File: src/verilog/mpgb_cfg.svh
// Register map, field positions and reset values of the preamp control.
// Assumes an 8-bit register address and 16-bit register data.
//
// Functional notes
// - One gain per channel, shared by all of that channel's inputs.
// - New volumes wait; both apply when an update latch 1 is written.
// - Zero-cross off applies at once; on waits for next zero crossing.
// - Mute bit 1 mutes the channel and cuts it from the mixer.
// - Six-bit volume code maps linearly, -12 dB to 35.25 dB.
// - Volume resets to code 010000; mute, zero-cross, latch reset to 0.
// - Bias enable is one bit, seen at two register locations.
// - Bias enable 0 leaves the bias pin floating; 1 drives it.
// - Bias level select 0 picks 0.9, 1 picks 0.75 of supply.
// - Preamp enables are one bit each, seen at two locations.
`ifndef MPGB_CFG_SVH
`define MPGB_CFG_SVH

`define MPGB_ADDR_PWR_ONE 8'h08
`define MPGB_ADDR_PWR_TWO 8'h09
`define MPGB_ADDR_BIAS 8'h4A
`define MPGB_ADDR_LVOL 8'h50
`define MPGB_ADDR_RVOL 8'h51
`define MPGB_ADDR_STATUS 8'h52

`define MPGB_PWR_ONE_BIAS_EN 4
`define MPGB_PWR_TWO_LEFT_EN 8
`define MPGB_PWR_TWO_RIGHT_EN 9
`define MPGB_BIAS_EN 15
`define MPGB_BIAS_SEL 14
`define MPGB_VOL_EN 15
`define MPGB_VOL_MUTE 14
`define MPGB_VOL_ZC 13
`define MPGB_VOL_VU 8
`define MPGB_VOL_MSB 7
`define MPGB_VOL_LSB 2

`define MPGB_STAT_LEFT_LSB 0
`define MPGB_STAT_RIGHT_LSB 6
`define MPGB_STAT_LEFT_WAIT 12
`define MPGB_STAT_RIGHT_WAIT 13

`define MPGB_VOL_RESET 6'h10
`define MPGB_BIT_RESET 1'h0

`endif

File: src/verilog/mpgb_pkg.sv
// Types shared by the preamp control modules.
// Assumes nothing beyond the constants header.
`default_nettype none

package mpgb_pkg;
  typedef enum logic [0:0] {
    MPGB_APPLIED = 1'h0,
    MPGB_WAIT_ZC = 1'h1
  } mpgb_apply_t;
  typedef logic [5:0] mpgb_vol_t;
endpackage : mpgb_pkg

`default_nettype wire

File: src/verilog/mpgb_gain_apply.sv
// One channel's gain applier: takes a target on an update pulse and
// applies it at once or at the next zero crossing.
// Assumes update and zero_cross are one-cycle pulses on clk.
`include "mpgb_cfg.svh"
`default_nettype none

module mpgb_gain_apply
  import mpgb_pkg::*;
(
  input wire logic clk,
  input wire logic reset,
  input wire logic update,
  input wire logic zc_enable,
  input wire logic zero_cross,
  input wire mpgb_vol_t target,
  output mpgb_vol_t gain_q,
  output logic waiting_q
);
  mpgb_apply_t state_q, state_d;
  mpgb_vol_t gain_d, target_q, target_d;

  always_comb begin
    state_d = state_q;
    gain_d = gain_q;
    target_d = target_q;
    unique case (state_q)
      MPGB_APPLIED: begin
        if (update && !zc_enable) begin
          gain_d = target;
        end else if (update) begin
          target_d = target;
          state_d = MPGB_WAIT_ZC;
        end
      end
      MPGB_WAIT_ZC: begin
        // A fresh update restarts the wait; crossing must follow it
        if (update && zc_enable) begin
          target_d = target;
        end else if (update) begin
          gain_d = target;
          state_d = MPGB_APPLIED;
        end else if (zero_cross || !zc_enable) begin
          gain_d = target_q;
          state_d = MPGB_APPLIED;
        end
      end
    endcase
  end

  always_ff @(posedge clk) begin
    if (reset) begin
      state_q <= MPGB_APPLIED;
      gain_q <= `MPGB_VOL_RESET;
      target_q <= `MPGB_VOL_RESET;
    end else begin
      state_q <= state_d;
      gain_q <= gain_d;
      target_q <= target_d;
    end
  end

  assign waiting_q = (state_q == MPGB_WAIT_ZC);
endmodule : mpgb_gain_apply

`default_nettype wire

File: src/verilog/mpgb_ctrl.sv
// Microphone preamp gain and bias control register bank.
// Assumes a single-cycle register port on clk with read data one cycle
// later, and asynchronous zero-cross sign inputs from the analog side.
//
// Design decision made here: the address-and-strobe port.
`include "mpgb_cfg.svh"
`default_nettype none

module mpgb_ctrl
  import mpgb_pkg::*;
(
  input wire logic clk,
  input wire logic reset,
  input wire logic [7:0] addr,
  input wire logic [15:0] wdata,
  input wire logic wr_stb,
  input wire logic rd_stb,
  output logic [15:0] rdata_q,
  input wire logic left_sign_in,
  input wire logic right_sign_in,
  output mpgb_vol_t left_preamp_volume,
  output mpgb_vol_t right_preamp_volume,
  output logic left_preamp_mute_q,
  output logic right_preamp_mute_q,
  output logic left_preamp_enable_q,
  output logic right_preamp_enable_q,
  output logic bias_output_enable_q,
  output logic bias_level_select_q,
  output logic bias_output_pin_o,
  output logic bias_output_pin_oe
);

  function automatic logic hit(input logic [7:0] a, input logic [7:0] off);
    hit = (a == off);
  endfunction : hit

  // Stored control bits
  mpgb_vol_t left_pend_q, left_pend_d, right_pend_q, right_pend_d;
  logic left_mute_d, right_mute_d;
  logic left_zc_q, left_zc_d, right_zc_q, right_zc_d;
  logic left_en_d, right_en_d;
  logic bias_en_d, bias_sel_d;
  logic bias_pin_o_d;
  logic [15:0] rdata_d;
  logic vu_write;
  logic left_wait, right_wait;

  // Zero-cross sign synchronisers and edge detect
  logic [1:0] left_sync_q, left_sync_d, right_sync_q, right_sync_d;
  logic left_last_q, left_last_d, right_last_q, right_last_d;
  logic left_zc_pulse, right_zc_pulse;

  always_comb begin
    left_sync_d = {left_sync_q[0], left_sign_in};
    right_sync_d = {right_sync_q[0], right_sign_in};
    left_last_d = left_sync_q[1];
    right_last_d = right_sync_q[1];
  end

  // No reset: the flops follow the pins through reset, so a pin that
  // idles high gives no false crossing once reset is released.
  always_ff @(posedge clk) begin
    left_sync_q <= left_sync_d;
    right_sync_q <= right_sync_d;
    left_last_q <= left_last_d;
    right_last_q <= right_last_d;
  end

  // Each sign change is one crossing
  assign left_zc_pulse = left_sync_q[1] ^ left_last_q;
  assign right_zc_pulse = right_sync_q[1] ^ right_last_q;

  // Write side
  assign vu_write = wr_stb && wdata[`MPGB_VOL_VU] &&
    (hit(addr, `MPGB_ADDR_LVOL) || hit(addr, `MPGB_ADDR_RVOL));

  always_comb begin
    left_pend_d = left_pend_q;
    right_pend_d = right_pend_q;
    left_mute_d = left_preamp_mute_q;
    right_mute_d = right_preamp_mute_q;
    left_zc_d = left_zc_q;
    right_zc_d = right_zc_q;
    left_en_d = left_preamp_enable_q;
    right_en_d = right_preamp_enable_q;
    bias_en_d = bias_output_enable_q;
    bias_sel_d = bias_level_select_q;
    if (wr_stb) begin
      if (hit(addr, `MPGB_ADDR_PWR_ONE)) begin
        bias_en_d = wdata[`MPGB_PWR_ONE_BIAS_EN];
      end
      if (hit(addr, `MPGB_ADDR_BIAS)) begin
        bias_en_d = wdata[`MPGB_BIAS_EN];
        bias_sel_d = wdata[`MPGB_BIAS_SEL];
      end
      if (hit(addr, `MPGB_ADDR_PWR_TWO)) begin
        left_en_d = wdata[`MPGB_PWR_TWO_LEFT_EN];
        right_en_d = wdata[`MPGB_PWR_TWO_RIGHT_EN];
      end
      if (hit(addr, `MPGB_ADDR_LVOL)) begin
        left_en_d = wdata[`MPGB_VOL_EN];
        left_mute_d = wdata[`MPGB_VOL_MUTE];
        left_zc_d = wdata[`MPGB_VOL_ZC];
        left_pend_d = wdata[`MPGB_VOL_MSB:`MPGB_VOL_LSB];
      end
      if (hit(addr, `MPGB_ADDR_RVOL)) begin
        right_en_d = wdata[`MPGB_VOL_EN];
        right_mute_d = wdata[`MPGB_VOL_MUTE];
        right_zc_d = wdata[`MPGB_VOL_ZC];
        right_pend_d = wdata[`MPGB_VOL_MSB:`MPGB_VOL_LSB];
      end
    end
    // Pin drives only while enabled, otherwise left floating
    bias_pin_o_d = bias_en_d;
  end

  always_ff @(posedge clk) begin
    if (reset) begin
      left_pend_q <= `MPGB_VOL_RESET;
      right_pend_q <= `MPGB_VOL_RESET;
      left_preamp_mute_q <= `MPGB_BIT_RESET;
      right_preamp_mute_q <= `MPGB_BIT_RESET;
      left_zc_q <= `MPGB_BIT_RESET;
      right_zc_q <= `MPGB_BIT_RESET;
      left_preamp_enable_q <= `MPGB_BIT_RESET;
      right_preamp_enable_q <= `MPGB_BIT_RESET;
      bias_output_enable_q <= `MPGB_BIT_RESET;
      bias_level_select_q <= `MPGB_BIT_RESET;
      bias_output_pin_o <= `MPGB_BIT_RESET;
      bias_output_pin_oe <= `MPGB_BIT_RESET;
    end else begin
      left_pend_q <= left_pend_d;
      right_pend_q <= right_pend_d;
      left_preamp_mute_q <= left_mute_d;
      right_preamp_mute_q <= right_mute_d;
      left_zc_q <= left_zc_d;
      right_zc_q <= right_zc_d;
      left_preamp_enable_q <= left_en_d;
      right_preamp_enable_q <= right_en_d;
      bias_output_enable_q <= bias_en_d;
      bias_level_select_q <= bias_sel_d;
      bias_output_pin_o <= bias_pin_o_d;
      bias_output_pin_oe <= bias_pin_o_d;
    end
  end

  // The update pulse carries the value written in the same cycle, so a
  // write with the latch bit set applies its own volume too.
  // Each channel has one gain output for all its inputs
  mpgb_gain_apply u_left (
    .clk(clk),
    .reset(reset),
    .update(vu_write),
    .zc_enable(left_zc_d),
    .zero_cross(left_zc_pulse),
    .target(left_pend_d),
    .gain_q(left_preamp_volume),
    .waiting_q(left_wait)
  );

  mpgb_gain_apply u_right (
    .clk(clk),
    .reset(reset),
    .update(vu_write),
    .zc_enable(right_zc_d),
    .zero_cross(right_zc_pulse),
    .target(right_pend_d),
    .gain_q(right_preamp_volume),
    .waiting_q(right_wait)
  );

  // Read side; the latch bit is a trigger and reads back as 0
  always_comb begin
    rdata_d = 16'h0000;
    if (rd_stb) begin
      if (hit(addr, `MPGB_ADDR_PWR_ONE)) begin
        rdata_d[`MPGB_PWR_ONE_BIAS_EN] = bias_output_enable_q;
      end
      if (hit(addr, `MPGB_ADDR_BIAS)) begin
        rdata_d[`MPGB_BIAS_EN] = bias_output_enable_q;
        rdata_d[`MPGB_BIAS_SEL] = bias_level_select_q;
      end
      if (hit(addr, `MPGB_ADDR_PWR_TWO)) begin
        rdata_d[`MPGB_PWR_TWO_LEFT_EN] = left_preamp_enable_q;
        rdata_d[`MPGB_PWR_TWO_RIGHT_EN] = right_preamp_enable_q;
      end
      if (hit(addr, `MPGB_ADDR_LVOL)) begin
        rdata_d[`MPGB_VOL_EN] = left_preamp_enable_q;
        rdata_d[`MPGB_VOL_MUTE] = left_preamp_mute_q;
        rdata_d[`MPGB_VOL_ZC] = left_zc_q;
        rdata_d[`MPGB_VOL_MSB:`MPGB_VOL_LSB] = left_pend_q;
      end
      if (hit(addr, `MPGB_ADDR_RVOL)) begin
        rdata_d[`MPGB_VOL_EN] = right_preamp_enable_q;
        rdata_d[`MPGB_VOL_MUTE] = right_preamp_mute_q;
        rdata_d[`MPGB_VOL_ZC] = right_zc_q;
        rdata_d[`MPGB_VOL_MSB:`MPGB_VOL_LSB] = right_pend_q;
      end
      if (hit(addr, `MPGB_ADDR_STATUS)) begin
        rdata_d[`MPGB_STAT_LEFT_LSB +: 6] = left_preamp_volume;
        rdata_d[`MPGB_STAT_RIGHT_LSB +: 6] = right_preamp_volume;
        rdata_d[`MPGB_STAT_LEFT_WAIT] = left_wait;
        rdata_d[`MPGB_STAT_RIGHT_WAIT] = right_wait;
      end
    end
  end

  always_ff @(posedge clk) begin
    if (reset) begin
      rdata_q <= 16'h0000;
    end else begin
      rdata_q <= rdata_d;
    end
  end
endmodule : mpgb_ctrl

`default_nettype wire

File: config.mk
export PLATFORM = sky130hd
export DESIGN_NAME = mpgb_ctrl
export DESIGN_NICKNAME = d
export VERILOG_FILES = /design/src/verilog/mpgb_pkg.sv /design/src/verilog/mpgb_gain_apply.sv /design/src/verilog/mpgb_ctrl.sv
export VERILOG_INCLUDE_DIRS = /design/src /design/src/verilog
export SDC_FILE = /design/constraint.sdc
export NUM_CORES = 1
export LEC_CHECK = 0
export BUFFER_PORTS_ARGS = -buffer_cell sky130_fd_sc_hd__buf_2
export CAP_MARGIN = 15
export CORE_ASPECT_RATIO = 0.6
export CORE_MARGIN = 8
export CORE_UTILIZATION = 30
export DETAILED_ROUTE_END_ITERATION = 10
export PLACE_DENSITY = 0.6
export SLEW_MARGIN = 0
export SYNTH_ARGS = -nofsm -noshare
export SYNTH_HDL_FRONTEND = slang
export SYNTH_SLANG_ARGS = --single-unit
export TNS_END_PERCENT = 1
File: constraint.sdc
create_clock -name clk -period 3.3 [get_ports clk]
set_clock_uncertainty 0.1 [all_clocks]
set_input_delay 0.33 -clock clk [delete_from_list [all_inputs] [get_ports clk]]
set_output_delay 0.33 -clock clk [all_outputs]
set_load 0.01 [all_outputs]
## Word-level counts from Yosys, hierarchy flattened

Cells that the tools add are included.

- Word-level logic and storage cells: 123
- Output and inout port bits: 36
- Register bits after elaboration: 68
- Input port bits: 30

- Reduce and logical (&&, ||, !) cells: 26
- Equal/unequal tests: 18
- Multiplexer cells: 51
- Bitwise operators: 6

Operators with widths:

| kind | number |
|---|---|
| $mux W6 | 20 |
| $pmux W6 S2 | 4 |
| $eq A8 B7 Y1 const B | 4 |
| $mux W1 | 20 |
| $eq A8 B4 Y1 const B | 2 |
| $mux W14 | 1 |
| $ne A2 B2 Y1 const B | 7 |
| $reduce_and A2 Y1 | 6 |
| $reduce_and A3 Y1 | 4 |
| $logic_and A1 B1 Y1 | 6 |
| $mux W3 | 2 |
| $ne A2 B1 Y1 const B | 3 |
| $reduce_bool A2 Y1 | 3 |
| $mux W2 | 2 |
| $not A1 Y1 | 4 |
| $pmux W1 S2 | 2 |
| $logic_or A1 B1 Y1 | 3 |
| $ne A3 B2 Y1 const B | 1 |
| $ne A3 B3 Y1 const B | 1 |
| $reduce_or A3 Y1 | 1 |
| $logic_not A1 Y1 | 2 |
| $reduce_or A2 Y1 | 1 |
| $xor A1 B1 Y1 | 2 |

## Depth between registers and ports, before layout

Gate-level depths: netlist of the first run.

- Depth in word-level cells: 9
- Mapped depth: 8
- Depth with buffers taken out: 4

## By module

Synthesis of the first run repeated with hierarchy kept, for this count alone.

- Cell total of the unflattened synthesis: 301
- Area total of the unflattened synthesis: 3032.9 um2

Modules (own cells, without submodules):

| module | sequential area each (um2) | area each (um2) | cells an instance | instances |
|---|---|---|---|---|
| mpgb_ctrl | 840.8 | 1736.7 | 165 | 1 |
| mpgb_gain_apply | 260.2 | 648.1 | 68 | 2 |

## Least setup slack after synthesis of the first run

OpenSTA, ideal clock, no wires.

- Kind: input port to flip-flop
- Start point: in addr[1]
- End point: reg u_left.target_q[3]
- Data required time: 3.121 ns
- Setup slack: 1.395 ns
- Arrival time: 1.726 ns
- Cell stages on the path: 6
- Setup time: 0.079 ns
- Path buffers: 2
- Cell sequence: buf_6 -> or4b_4 -> a2111oi_4 -> buf_6 -> nor2_1 -> a211oi_2

- Word-level cells in the longest chain between the ends: 7
- Elaborated cells between the ends (all ways): 19
- Classes of those cells: eq/ne: 5; mux: 8; reduce/logical: 6

Ends and longest elaborated chain:

| what | line | source |
|---|---|---|
| start: declaration | mpgb_ctrl.sv:14 | `input wire logic [7:0] addr,` |
| $eq A8 B7 Y1 | mpgb_ctrl.sv:34 | `hit = (a == off);` |
| $mux W1 | mpgb_ctrl.sv:100 | `` if (hit(addr, `MPGB_ADDR_LVOL)) begin `` |
| $mux W1 | mpgb_ctrl.sv:88 | `if (wr_stb) begin` |
| $logic_not A1 Y1 | mpgb_gain_apply.sv:28 | `if (update && !zc_enable) begin` |
| $logic_and A1 B1 Y1 | mpgb_gain_apply.sv:28 |  |
| $ne A2 B2 Y1 (no source line) | -- |  |
| $reduce_and A3 Y1 (no source line) | -- |  |
| end signal: assignment | mpgb_gain_apply.sv:54 | `` target_q <= `MPGB_VOL_RESET; `` |
| end signal: assignment | mpgb_gain_apply.sv:58 | `target_q <= target_d;` |
| end: declaration | mpgb_gain_apply.sv:20 | `mpgb_vol_t gain_d, target_q, target_d;` |

Several ways; a longest one is shown, not always the timed one. The select of a mux whose other input is x is not followed.
A chain may end at the register's enable or synchronous reset.

## Worst setup path in the final report of the first run

- Start point: in addr[6]
- End point: reg u_right.gain_q[0]

- Word-level cells in the longest chain between the ends: 7
- Elaborated cells between the ends (all ways): 20
- Classes of those cells: eq/ne: 5; mux: 8; reduce/logical: 7

Ends and longest elaborated chain:

| what | line | source |
|---|---|---|
| $eq A8 B7 Y1 | mpgb_ctrl.sv:34 |  |
| $mux W1 | mpgb_ctrl.sv:106 | `` if (hit(addr, `MPGB_ADDR_RVOL)) begin `` |
| $mux W1 | mpgb_ctrl.sv:88 |  |
| $logic_not A1 Y1 | mpgb_gain_apply.sv:28, mpgb_gain_apply.sv:42 |  |
| $logic_or A1 B1 Y1 / $logic_and A1 B1 Y1 (equally long branches) | mpgb_gain_apply.sv:42, mpgb_gain_apply.sv:28 |  |
| $ne A3 B3 Y1 (no source line) / $ne A2 B1 Y1 (equally long branches) | -- |  |
| $reduce_and A3 Y1 (no source line) | -- |  |
| end signal: assignment | mpgb_gain_apply.sv:53 | `` gain_q <= `MPGB_VOL_RESET; `` |
| end signal: assignment | mpgb_gain_apply.sv:57 | `gain_q <= gain_d;` |
| end: declaration | mpgb_gain_apply.sv:16 | `output mpgb_vol_t gain_q,` |

Several ways; a longest one is shown, not always the timed one. The select of a mux whose other input is x is not followed.

==> run metrics, run 1 <==
Async SR Flop Fraction=0%; WL met2=3990 µm; Worst Tran Pin Value=0.740 ns; clock buffer depth=2; unrepaired setup endpoints after global routing=false; cell count after synthesis=347; Static Leak=1.57 nW; period utilization=64.3%; Gate power share=5.9%; GPL Wtd Cong=0.833; Core Box Area=0.0111 mm²; Post-Syn Nets=377; Post-synth top flop=dfxtp_1; Netlist cell types=64; reg2reg end=u_right.gain_q[5]$_SDFFE_PP0P_; Vias=3,033; Hold Path Class=in2reg; startpoint types=input pin; synthesis warning total=0; Starting Density=30.3%; worst-path cell chain=buf_2 -> nor3b_2 -> a31oi_1 -> o311ai_0 -> mux2i_1; metal3 WL=1080 µm; CTS tree=built; row count=30; synthesis-to-layout area growth=20.4%; switching power=0.463 mW; Slew HR=50.4%; Critical R2R Launch=u_right.waiting_q$_SDFF_PP0_; grt total ovfl=0; r2r setup slk=1.32 ns; TNS Setup=0 ns; largest net degree at the start of global routing=40; WS Path Type=in2reg; syn avg cell area=9.74 µm²; switching share of power=24.3%; fin. max-slew vios=0; Hold Vio Cnt, Final=0; drt first pass iters=5; CP top delay family=compound AO/OA/AOI/OAI gates; maxcap violations=0; pre-CTS WS=0.853 ns; io pins=66; initial antenna violation count=2; clock group share of total power=50.7%; DR WL/cell=19.3 µm; CP endpoint kind=register; CTS buffer count=9; CP Launch Point=addr[6]; share of cells above drive strength 1=28.3%; CP bufs+invs=1; post-synthesis sequential area ratio=40.3%; die area=0.0150 mm²; nets=428; Top Layer Used=met5; post-route ant nets=0; number of post-CTS setup repair buffers=0; CTS clk-pin slew, worst paths=0.06 ns; CTS H-tree depth=3; clock latency on the worst-skew pair=0.34 ns; PortBufs=60; Syn Std Cell Area=0.00338 mm²; clk root buf=clkbuf_16; DP HPWL=7800 µm; Synth Register Bits=68; cell at the slowest stage of the critical path=nor3b_2; Filler cells=1,124; routed wire length=10,600 µm; # DRC=0; clk sinks=68; most frequent cells in the layout=dfxtp_1 (68), buf_2 (60), nor2_1 (35); Die Span X=153 µm; first-pass GRT wire length=16,700 µm; die height=98.2 µm; maximum VDD drop=0.246 mV; Setup crit end=u_right.gain_q[0]$_SDFFE_PP0P_; Fmax=0.471 GHz; vias per cell=5.53; setup violators final=0; crit-path max FO=12; slowest stage delay, CP=0.61 ns; Sequential Power Share=43.4%; status=completed; vias in the first global route=2,846; most common cell after layout, fill and taps aside=dfxtp_1; post-route setup slack=1.18 ns; Worst path depth=5; total internal power=1.44 mW; WP data arrival=2.23 ns; fin crit period=2.12 ns; CP required=3.40 ns; initial DRC count=230; Pwr per Cell Area=468 mW/mm²; EDFF count, synth=0; GRT Util Overall=14.1%; path depth of the worst reg2reg path=4; M1 WL=5410 µm
## power groups by stage
stage | combinational, mW | sequential, mW | clock (mW)
2_1_floorplan | 0.0705 | 0.845 | 0
3_3_place_gp | 0.107 | 0.845 | 0
3_5_place_dp | 0.108 | 0.845 | 0
4_1_cts | 0.110 | 0.827 | 0.973
5_1_grt | 0.119 | 0.827 | 1.02
6_report | 0.112 | 0.827 | 0.965
## worst min-delay path by stage
| stage | endpoint | from | slack, ns | depth (start not counted) |
|---|---|---|---|---|
| floorplan | left_sync_q[1]$_DFF_P_ | left_sync_q[0]$_DFF_P_ | 0.21 | 0 |
| global placement | right_sync_q[1]$_DFF_P_ | right_sync_q[0]$_DFF_P_ | 0.21 | 0 |
| detailed placement | left_sync_q[1]$_DFF_P_ | left_sync_q[0]$_DFF_P_ | 0.21 | 0 |
| CTS | left_preamp_mute_q$_SDFFE_PP0P_ | wdata[14] | 0.17 | 3 |
| global route | left_preamp_mute_q$_SDFFE_PP0P_ | wdata[14] | 0.18 | 3 |
| finish | left_preamp_mute_q$_SDFFE_PP0P_ | wdata[14] | 0.17 | 3 |
## synth_stat cells (6+ instances only)
master / n / share of area [%]
nor2_1: 35 / 3.9
clkbuf_1: 13 / 1.4
nor3_1: 8 / 1.2
inv_1: 11 / 1.2
mux2i_1: 14 / 4.1
a22o_1: 6 / 1.6
and4_1: 6 / 1.6
a31oi_1: 9 / 1.7
a21oi_1: 10 / 1.5
a311oi_1: 9 / 2.3
buf_2: 11 / 1.6
dfxtp_1: 68 / 40
o31ai_1: 6 / 1.3
a311o_1: 12 / 3.6
a22oi_1: 10 / 2.2
nand2_1: 16 / 1.8
## kinds of logic after synthesis
kind of cell,synth area share [%]
flops,40.3
buf+inv,6.85
xor+xnor,0.518
simple gates,20.4
mux,4.48
compound gates,27.5
## per-stage QoR
stage | utilization, % | total power, mW | instance area [µm²] | std cells | hold WS (ns)
floorplan | - | 0.916 | 3380 | 347 | 0.210
global placement | 33.7 | 0.952 | 3750 | 529 | 0.211
detailed placement | 33.7 | 0.953 | 3750 | 529 | 0.212
CTS | 36.5 | 1.91 | 4070 | 547 | 0.166
global route | 36.5 | 1.97 | 4070 | 548 | 0.176
finish | 36.5 | 1.90 | 4070 | 548 | 0.173
## what timing repair did
action,in CTS,in global routing
endpoints found under the hold margin,2,0
resized for setup,0,0
hold buffers,2,0
## metal layers
layer | GRT usage, % | up-vias
met5 | 0 | -
met4 | 2.87 | 2
met3 | 6.61 | 11
met2 | 18.0 | 130
met1 | 20.4 | 1446
li1 | - | 1444
## worst min-delay path, stage by stage
cell     delay (ns)
buf_2          0.11
mux2i_1        0.07
nor2_1         0.07
## registers in the layout, summed over array words and instances, names as in the netlist, 2 cells and up
register and count:
u_right.target_q 6, rdata_q 16, left_pend_q 6, right_pend_q 6, u_right.gain_q 6, right_sync_q 2, u_left.gain_q 6, u_left.target_q 6
left_sync_q 2
## layout make-up
cell class / count / area, µm² / share of cell area, %
well taps: 144 / 180 / 4.43
inverters: 11 / 41.3 / 1.01
diodes: 1 / 2.50 / 0.0615
repair buffers: 73 / 403 / 9.90
clock inverters: 6 / 63.8 / 1.57
flip-flops and latches: 68 / 1360 / 33.5
clock buffers: 10 / 229 / 5.63
multi-input cells: 235 / 1790 / 43.9
Note: power is estimated with default switching activity, not from simulation.
==> run 2, diff against run 1 <==
--- a/config.mk
+++ b/config.mk
@@ -6,13 +6,14 @@
 export SDC_FILE = /design/constraint.sdc
 export NUM_CORES = 1
 export LEC_CHECK = 0
+export ABC_AREA = 1
 export BUFFER_PORTS_ARGS = -buffer_cell sky130_fd_sc_hd__buf_2
 export CAP_MARGIN = 15
 export CORE_ASPECT_RATIO = 0.6
 export CORE_MARGIN = 8
 export CORE_UTILIZATION = 30
 export DETAILED_ROUTE_END_ITERATION = 10
-export PLACE_DENSITY = 0.6
+export PLACE_DENSITY = 0.62
 export SLEW_MARGIN = 0
 export SYNTH_ARGS = -nofsm -noshare
 export SYNTH_HDL_FRONTEND = slang
==> constraint.sdc (replaced) <==
create_clock -name clk -period 1.75 [get_ports clk]
set_clock_uncertainty 0.1 [all_clocks]
set_input_delay 0.175 -clock clk [delete_from_list [all_inputs] [get_ports clk]]
set_output_delay 0.175 -clock clk [all_outputs]
set_load 0.01 [all_outputs]
==> run metrics, run 2 <==
unrepaired setup endpoints after global routing=false; M2 GR Usage=18.9% (+0.91 points); Die Span X=147 µm (-4.2%); CTS H-tree depth=3 (unchanged); fin. max-slew vios=0 (unchanged); first-pass GRT wire length=14,300 µm (-15%); GRT Max-Usage Layer=met2; Post-synth top flop=dfxtp_1; cell count after synthesis=404 (+16%); vias per cell=4.43 (-20%); clock buffer depth=2 (unchanged); post-synth top area share=44.3% (+4.1 points); nets=530 (+24%); Hold Path Class=in2reg; period utilization=85.0%; CTS tree=built; GRT Util Overall=13.0% (-1.1 points); met3 usage=5.92% (-0.69 points); GPL Wtd Cong=0.820 (-1.6%); Hold Vio Cnt, Final=0 (unchanged); Starting Density=31.0% (+0.64 points); PortBufs=60 (unchanged); EDFF count, synth=0 (unchanged); M1 GR Usage=17.2% (-3.1 points); area of the multi-input gates=0.00144 mm² (-20%); clk root buf=clkbuf_16; drt first pass iters=4 (-1); io pins=66 (unchanged); routed wire length=8480 µm (-20%); initial DRC count=239 (+3.9%); # DRC=0 (unchanged); TNS Setup=0 ns (unchanged); startpoint types=input pin; WP data arrival=1.62 ns (-0.61 ns); Biggest register=rdata_q; cts repair resizes=0 (unchanged); Hold Path End=bias_level_select_q$_SDFFE_PP0P_; initial antenna violation count=0 (-2); maxcap violations=0 (unchanged); FF+latch area=0.00136 mm² (unchanged); Pwr per Cell Area=874 mW/mm² (+87%); most common cell after layout, fill and taps aside=nand2_1; Post-Syn Nets=434 (+15%); Yosys top cell by area=dfxtp_1; DR WL/cell=13.3 µm (-31%); post-route setup slack=0.263 ns (-0.914 ns); Core Box Area=0.00991 mm² (-11%); crit-path max FO=11 (-1); clk sinks=68 (unchanged); Filler cells=1,046 (-6.9%); DP Cell Count=622 (+18%); max reg flops=16 (unchanged); Fmax=0.672 GHz; grt total ovfl=0 (unchanged); maximum VDD drop=0.462 mV (+88%); clock latency on the worst-skew pair=0.34 ns (about the same); cell with the most instances after synthesis=nand2_1; CP required=1.88 ns (-1.52 ns); Syn Std Cell Area=0.00307 mm² (-9.2%); DP HPWL=6610 µm (-15%); Hold Path Stages=3 (unchanged); setup violators final=0 (unchanged); Vias=2,832 (-6.6%); Worst Tran Pin Value=0.424 ns (-0.317 ns); CTS clk-pin slew, worst paths=0.05 ns (about the same); syn avg cell area=7.60 µm² (-22%); Pwr Total=3.54 mW (+86%); fin crit period=1.49 ns; fin util=40.9% (+4.4 points); path depth of the worst reg2reg path=7 (+3); row count=28 (-6.7%); most frequent cells after synthesis=nand2_1 (93), dfxtp_1 (68), inv_1 (47), nor2_1 (46), o21ai_0 (29); CTS buffer count=9 (unchanged); largest net degree at the start of global routing=33 (-18%); status=completed; reg2reg end=u_right.gain_q[5]$_SDFFE_PP0P_; Critical R2R Launch=u_right.waiting_q$_SDFF_PP0_; vias in the first global route=2,823 (-0.81%); Synth area leaders=dfxtp_1 (44%), nand2_1 (11%), inv_1 (5.7%); die height=94.4 µm (-3.9%); Final Non-Filler Cells=640 (+17%); share of cells above drive strength 1=28.9% (+0.62 points); r2r setup slk=0.29 ns (-1.03 ns); Slew HR=71.5% (+21 points); Netlist cell types=31 (-52%); synthesis-to-layout area growth=32.0%; most frequent cells in the layout=nand2_1 (93), dfxtp_1 (68), buf_2 (60); Synth Register Bits=68 (unchanged); CP endpoint kind=register; post-synthesis sequential area ratio=44.3% (+4.1 points); Ant. Diodes=0 (-1); WS Path Type=in2reg; die area=0.0138 mm² (-8.0%); Static Leak=2.02 nW (+29%); Async SR Flop Fraction=0% (unchanged); synthesis warning total=0 (unchanged); pre-CTS WS=-0.0843 ns (-0.937 ns); post-route ant nets=0 (unchanged); number of post-CTS setup repair buffers=0 (unchanged); min-delay src=wdata[14]
-- run 2: what timing repair did --
action | CTS | global route
hold buffers | 2 | 0
endpoints found under the hold margin | 2 | 0
endpoints found under the setup margin | 0 | 0
-- run 2: critical path, stage by stage --
cell	delay, ns
buf_2	0.10
inv_1	0.07
nand2_1	0.13
nor2_8	0.17
nand2_1	0.13
nand2_1	0.09
nand2_1	0.11
nand2_1	0.09
nand2_2	0.07
nor2_4	0.26
nand2_1	0.08
nand2_1	0.08
nor2_1	0.05
-- run 2: per-stage QoR --
step,hold WS [ns],area [µm²]
6_report,0.0154,4050
5_1_grt,0.0142,4050
4_1_cts,0.00427,4050
3_5_place_dp,0.179,3730
3_3_place_gp,0.178,3730
2_1_floorplan,0.103,3070
-- run 2: cell type report --
type / count / share of cell area (%)
multi-input combinational: 272 / 35.5
sequential: 68 / 33.6
timing repair buffer: 98 / 14.6
clock buffer: 11 / 6.24
inverter: 51 / 4.72
tap: 135 / 4.17
clock inverter: 5 / 1.23
-- run 2: power by group --
part	internal, mW	switching [mW]	leakage, nW
clock network	1.17	0.655	0.155
registers	1.56	0.00426	0.550
logic	0.0588	0.0976	1.31
total	2.79	0.757	2.02
-- run 2: cell families after synthesis --
group	after synthesis	synth area share, %
buf+inv	64	8.84
simple gates	200	33.4
compound gates	70	12.8
flops	68	44.3
xor+xnor	2	0.571
-- run 2: layer usage --
layer	vias up	wire, µm
li1	1488	-
met1	1254	4250
met2	86	3410
met3	4	770
met4	0	44
met5	-	0
-- run 2: worst max-delay path by stage --
stage,startpoint,slack [ns],end,depth (start not counted)
after floorplan,addr[7],0.28,u_left.gain_q[1]$_SDFFE_PP0P_,12
after global placement,addr[7],-0.05,u_right.gain_q[5]$_SDFFE_PP0P_,13
after detailed placement,addr[7],-0.08,u_right.gain_q[5]$_SDFFE_PP0P_,13
after CTS,addr[7],0.27,u_right.gain_q[5]$_SDFFE_PP0P_,13
after global routing,addr[7],0.10,u_right.gain_q[5]$_SDFFE_PP0P_,13
final,addr[7],0.26,u_right.gain_q[5]$_SDFFE_PP0P_,13
==> run 3, diff against run 2 <==
--- a/config.mk
+++ b/config.mk
@@ -13,7 +13,7 @@
 export CORE_MARGIN = 8
 export CORE_UTILIZATION = 30
 export DETAILED_ROUTE_END_ITERATION = 10
-export PLACE_DENSITY = 0.62
+export PLACE_DENSITY = 0.6
 export SLEW_MARGIN = 0
 export SYNTH_ARGS = -nofsm -noshare
 export SYNTH_HDL_FRONTEND = slang
==> constraint.sdc (replaced) <==
create_clock -name clk -period 1.5 [get_ports clk]
set_clock_uncertainty 0.1 [all_clocks]
set_input_delay 0.15 -clock clk [delete_from_list [all_inputs] [get_ports clk]]
set_output_delay 0.15 -clock clk [all_outputs]
set_load 0.01 [all_outputs]
==> run metrics, run 3 (synthesized netlist as in run 2, its figures left out) <==
Post-DP Area=0.00386 mm² (+3.6%); CTS clk-pin slew, worst paths=0.05 ns (about the same); initial DRC count=191 (-20%); Gate power share=5.0% (+0.6 points); DP HPWL=6870 µm (+3.8%); WP data arrival=1.51 ns (-0.11 ns); switching power=0.917 mW (+21%); die height=94.4 µm (unchanged); io pins=66 (unchanged); Biggest register=rdata_q; Vias=2,925 (+3.3%); Top Layer Used=met4; worst-path cell chain=buf_2 -> nor2_1 -> nand2_1 -> inv_2 -> nand2_2 -> nand2_1 -> nand2_2 -> nand2_1 -> nand2_2 -> nor2_4 -> nand2_1 -> nand2_1 -> nor2_1; clock buffer depth=2 (unchanged); Pwr per Cell Area=967 mW/mm² (+11%); Core Box Area=0.00991 mm² (unchanged); clk sinks=68 (unchanged); Worst Tran Pin Value=0.335 ns (-0.0887 ns); Hold Path Class=in2reg; Worst path most repeated cell=nand2_1; fin. max-slew vios=0 (unchanged); vias in the first global route=2,795 (-0.99%); CP required=1.63 ns (-0.25 ns); period utilization=92.1%; routed wire length=9130 µm (+7.6%); total internal power=3.17 mW (+14%); TNS Setup=0 ns (unchanged); PortBufs=60 (unchanged); WS Path Type=in2reg; number of post-CTS setup repair buffers=0 (unchanged); maximum VDD drop=0.598 mV (+30%); GRT Util Overall=13.4% (+0.41 points); most frequent cells in the layout=nand2_1 (89), dfxtp_1 (68), buf_2 (60); CTS buffer count=9 (unchanged); Sequential Power Share=44.6% (+0.5 points); clock latency on the worst-skew pair=0.33 ns (about the same); nets=549 (+3.6%); FF+latch area=0.00136 mm² (unchanged); synthesis-to-layout area growth=37.8%; CP endpoint kind=register; drt first pass iters=5 (+1); crit-path max FO=6 (-5); Static Leak=2.10 nW (+4.1%); die area=0.0138 mm² (unchanged); fin util=42.7% (+1.8 points); Filler cells=1,031 (-1.4%); Hold Vio Cnt, Final=0 (unchanged); CTS H-tree depth=3 (unchanged); # DRC=0 (unchanged); clock group share of total power=50.4% (-1.1 points); status=completed; vias per cell=4.44 (+0.31%); cell at the slowest stage of the critical path=nor2_4; Slew HR=77.5% (+6.0 points); grt total ovfl=0 (unchanged); Finished Cell Area=0.00423 mm² (+4.4%); M1 WL=4670 µm (+9.9%); unrepaired setup endpoints after global routing=true; CTS tree=built; post-route ant nets=0 (unchanged); largest net degree at the start of global routing=33 (unchanged); Starting Density=31.0% (unchanged); WL met2=3710 µm (+8.7%); DR WL/cell=13.9 µm (+4.5%); Fmax=0.724 GHz; first-pass GRT wire length=14,600 µm (+2.1%); share of cells above drive strength 1=32.4% (+3.5 points); metal3 WL=667 µm (-13%); GPL Wtd Cong=0.847 (+3.3%); startpoint types=input pin; setup violators final=0 (unchanged); Final Non-Filler Cells=659 (+3.0%); Die Span X=147 µm (unchanged); fin crit period=1.38 ns; worst hold slack=0.0882 ns (+0.0728 ns); maxcap violations=0 (unchanged); switching share of power=22.4% (+1.1 points); clk root buf=clkbuf_16; Ant. Diodes=0 (unchanged); row count=28 (unchanged); DP Cell Count=638 (+2.6%); slowest stage delay, CP=0.23 ns (-0.03 ns); most common cell after layout, fill and taps aside=nand2_1; max reg flops=16 (unchanged); area of the multi-input gates=0.00148 mm² (+3.2%); initial antenna violation count=0 (unchanged)
run 3: cell types whose count changed in the layout (fill, tap and decap cells not counted), moves of 2 or more:
cell | previous run | this run
buf_4 | 36 | 51
clkinvlp_4 | 0 | 3
nand2_2 | 9 | 13
nand2_1 | 93 | 89
clkbuf_8 | 2 | 0
run 3: power groups by stage:
stage	Combinational, mW	Clock [mW]	Sequential, mW
floorplan	0.0901	0	1.86
global placement	0.189	0	1.86
detailed placement	0.193	0	1.86
CTS	0.199	2.13	1.82
global route	0.223	2.21	1.82
finish	0.205	2.06	1.82
run 3: per-stage QoR:
stage	worst slack, ns	power (mW)
final	0.118	4.09
after global placement	-0.224	2.05
after CTS	0.0720	4.15
after floorplan	0.0543	1.95
after global routing	-0.0107	4.26
after detailed placement	-0.281	2.05
run 3: area by class of cell:
cell class | instances | area share, %
clock buffers | 9 | 5.32
well taps | 135 | 3.99
inverters | 51 | 4.52
repair buffers | 115 | 17.3
clock inverters | 7 | 1.60
flip-flops and latches | 68 | 32.2
multi-input cells | 274 | 35.1
run 3: what timing repair did:
action / in CTS / in global routing
resized for setup: 0 / 8
hold buffers: 3 / 0
setup endpoints to repair: 0 / 11
hold endpoints to repair: 4 / 0
run 3: path summary, 6_finish.rpt:
| path | from | endpoint | slack, ns | depth (start not counted) |
|---|---|---|---|---|
| worst max register to register | left_sync_q[1]$_DFF_P_ | u_left.gain_q[1]$_SDFFE_PP0P_ | 0.16 | 5 |
| worst min register to register | right_sync_q[0]$_DFF_P_ | right_sync_q[1]$_DFF_P_ | 0.23 | 0 |
| worst max-delay path | addr[1] | u_right.gain_q[5]$_SDFFE_PP0P_ | 0.12 | 13 |
| worst min-delay path | wdata[9] | right_preamp_enable_q$_SDFFE_PP0P_ | 0.09 | 5 |
run 3: worst max-delay path: cells and delay by family:
| family | cells | cell delay [ns] |
|---|---|---|
| buf+inv | 2 | 0.21 |
| simple gates | 11 | 1.15 |
run 3: routing by layer:
layer  vias to the layer above  global-route usage (%)
li1                       1527                       -
met1                      1298                    18.4
met2                        89                    19.0
met3                        11                    5.40
met4                         0                    3.84
met5                         -                       0
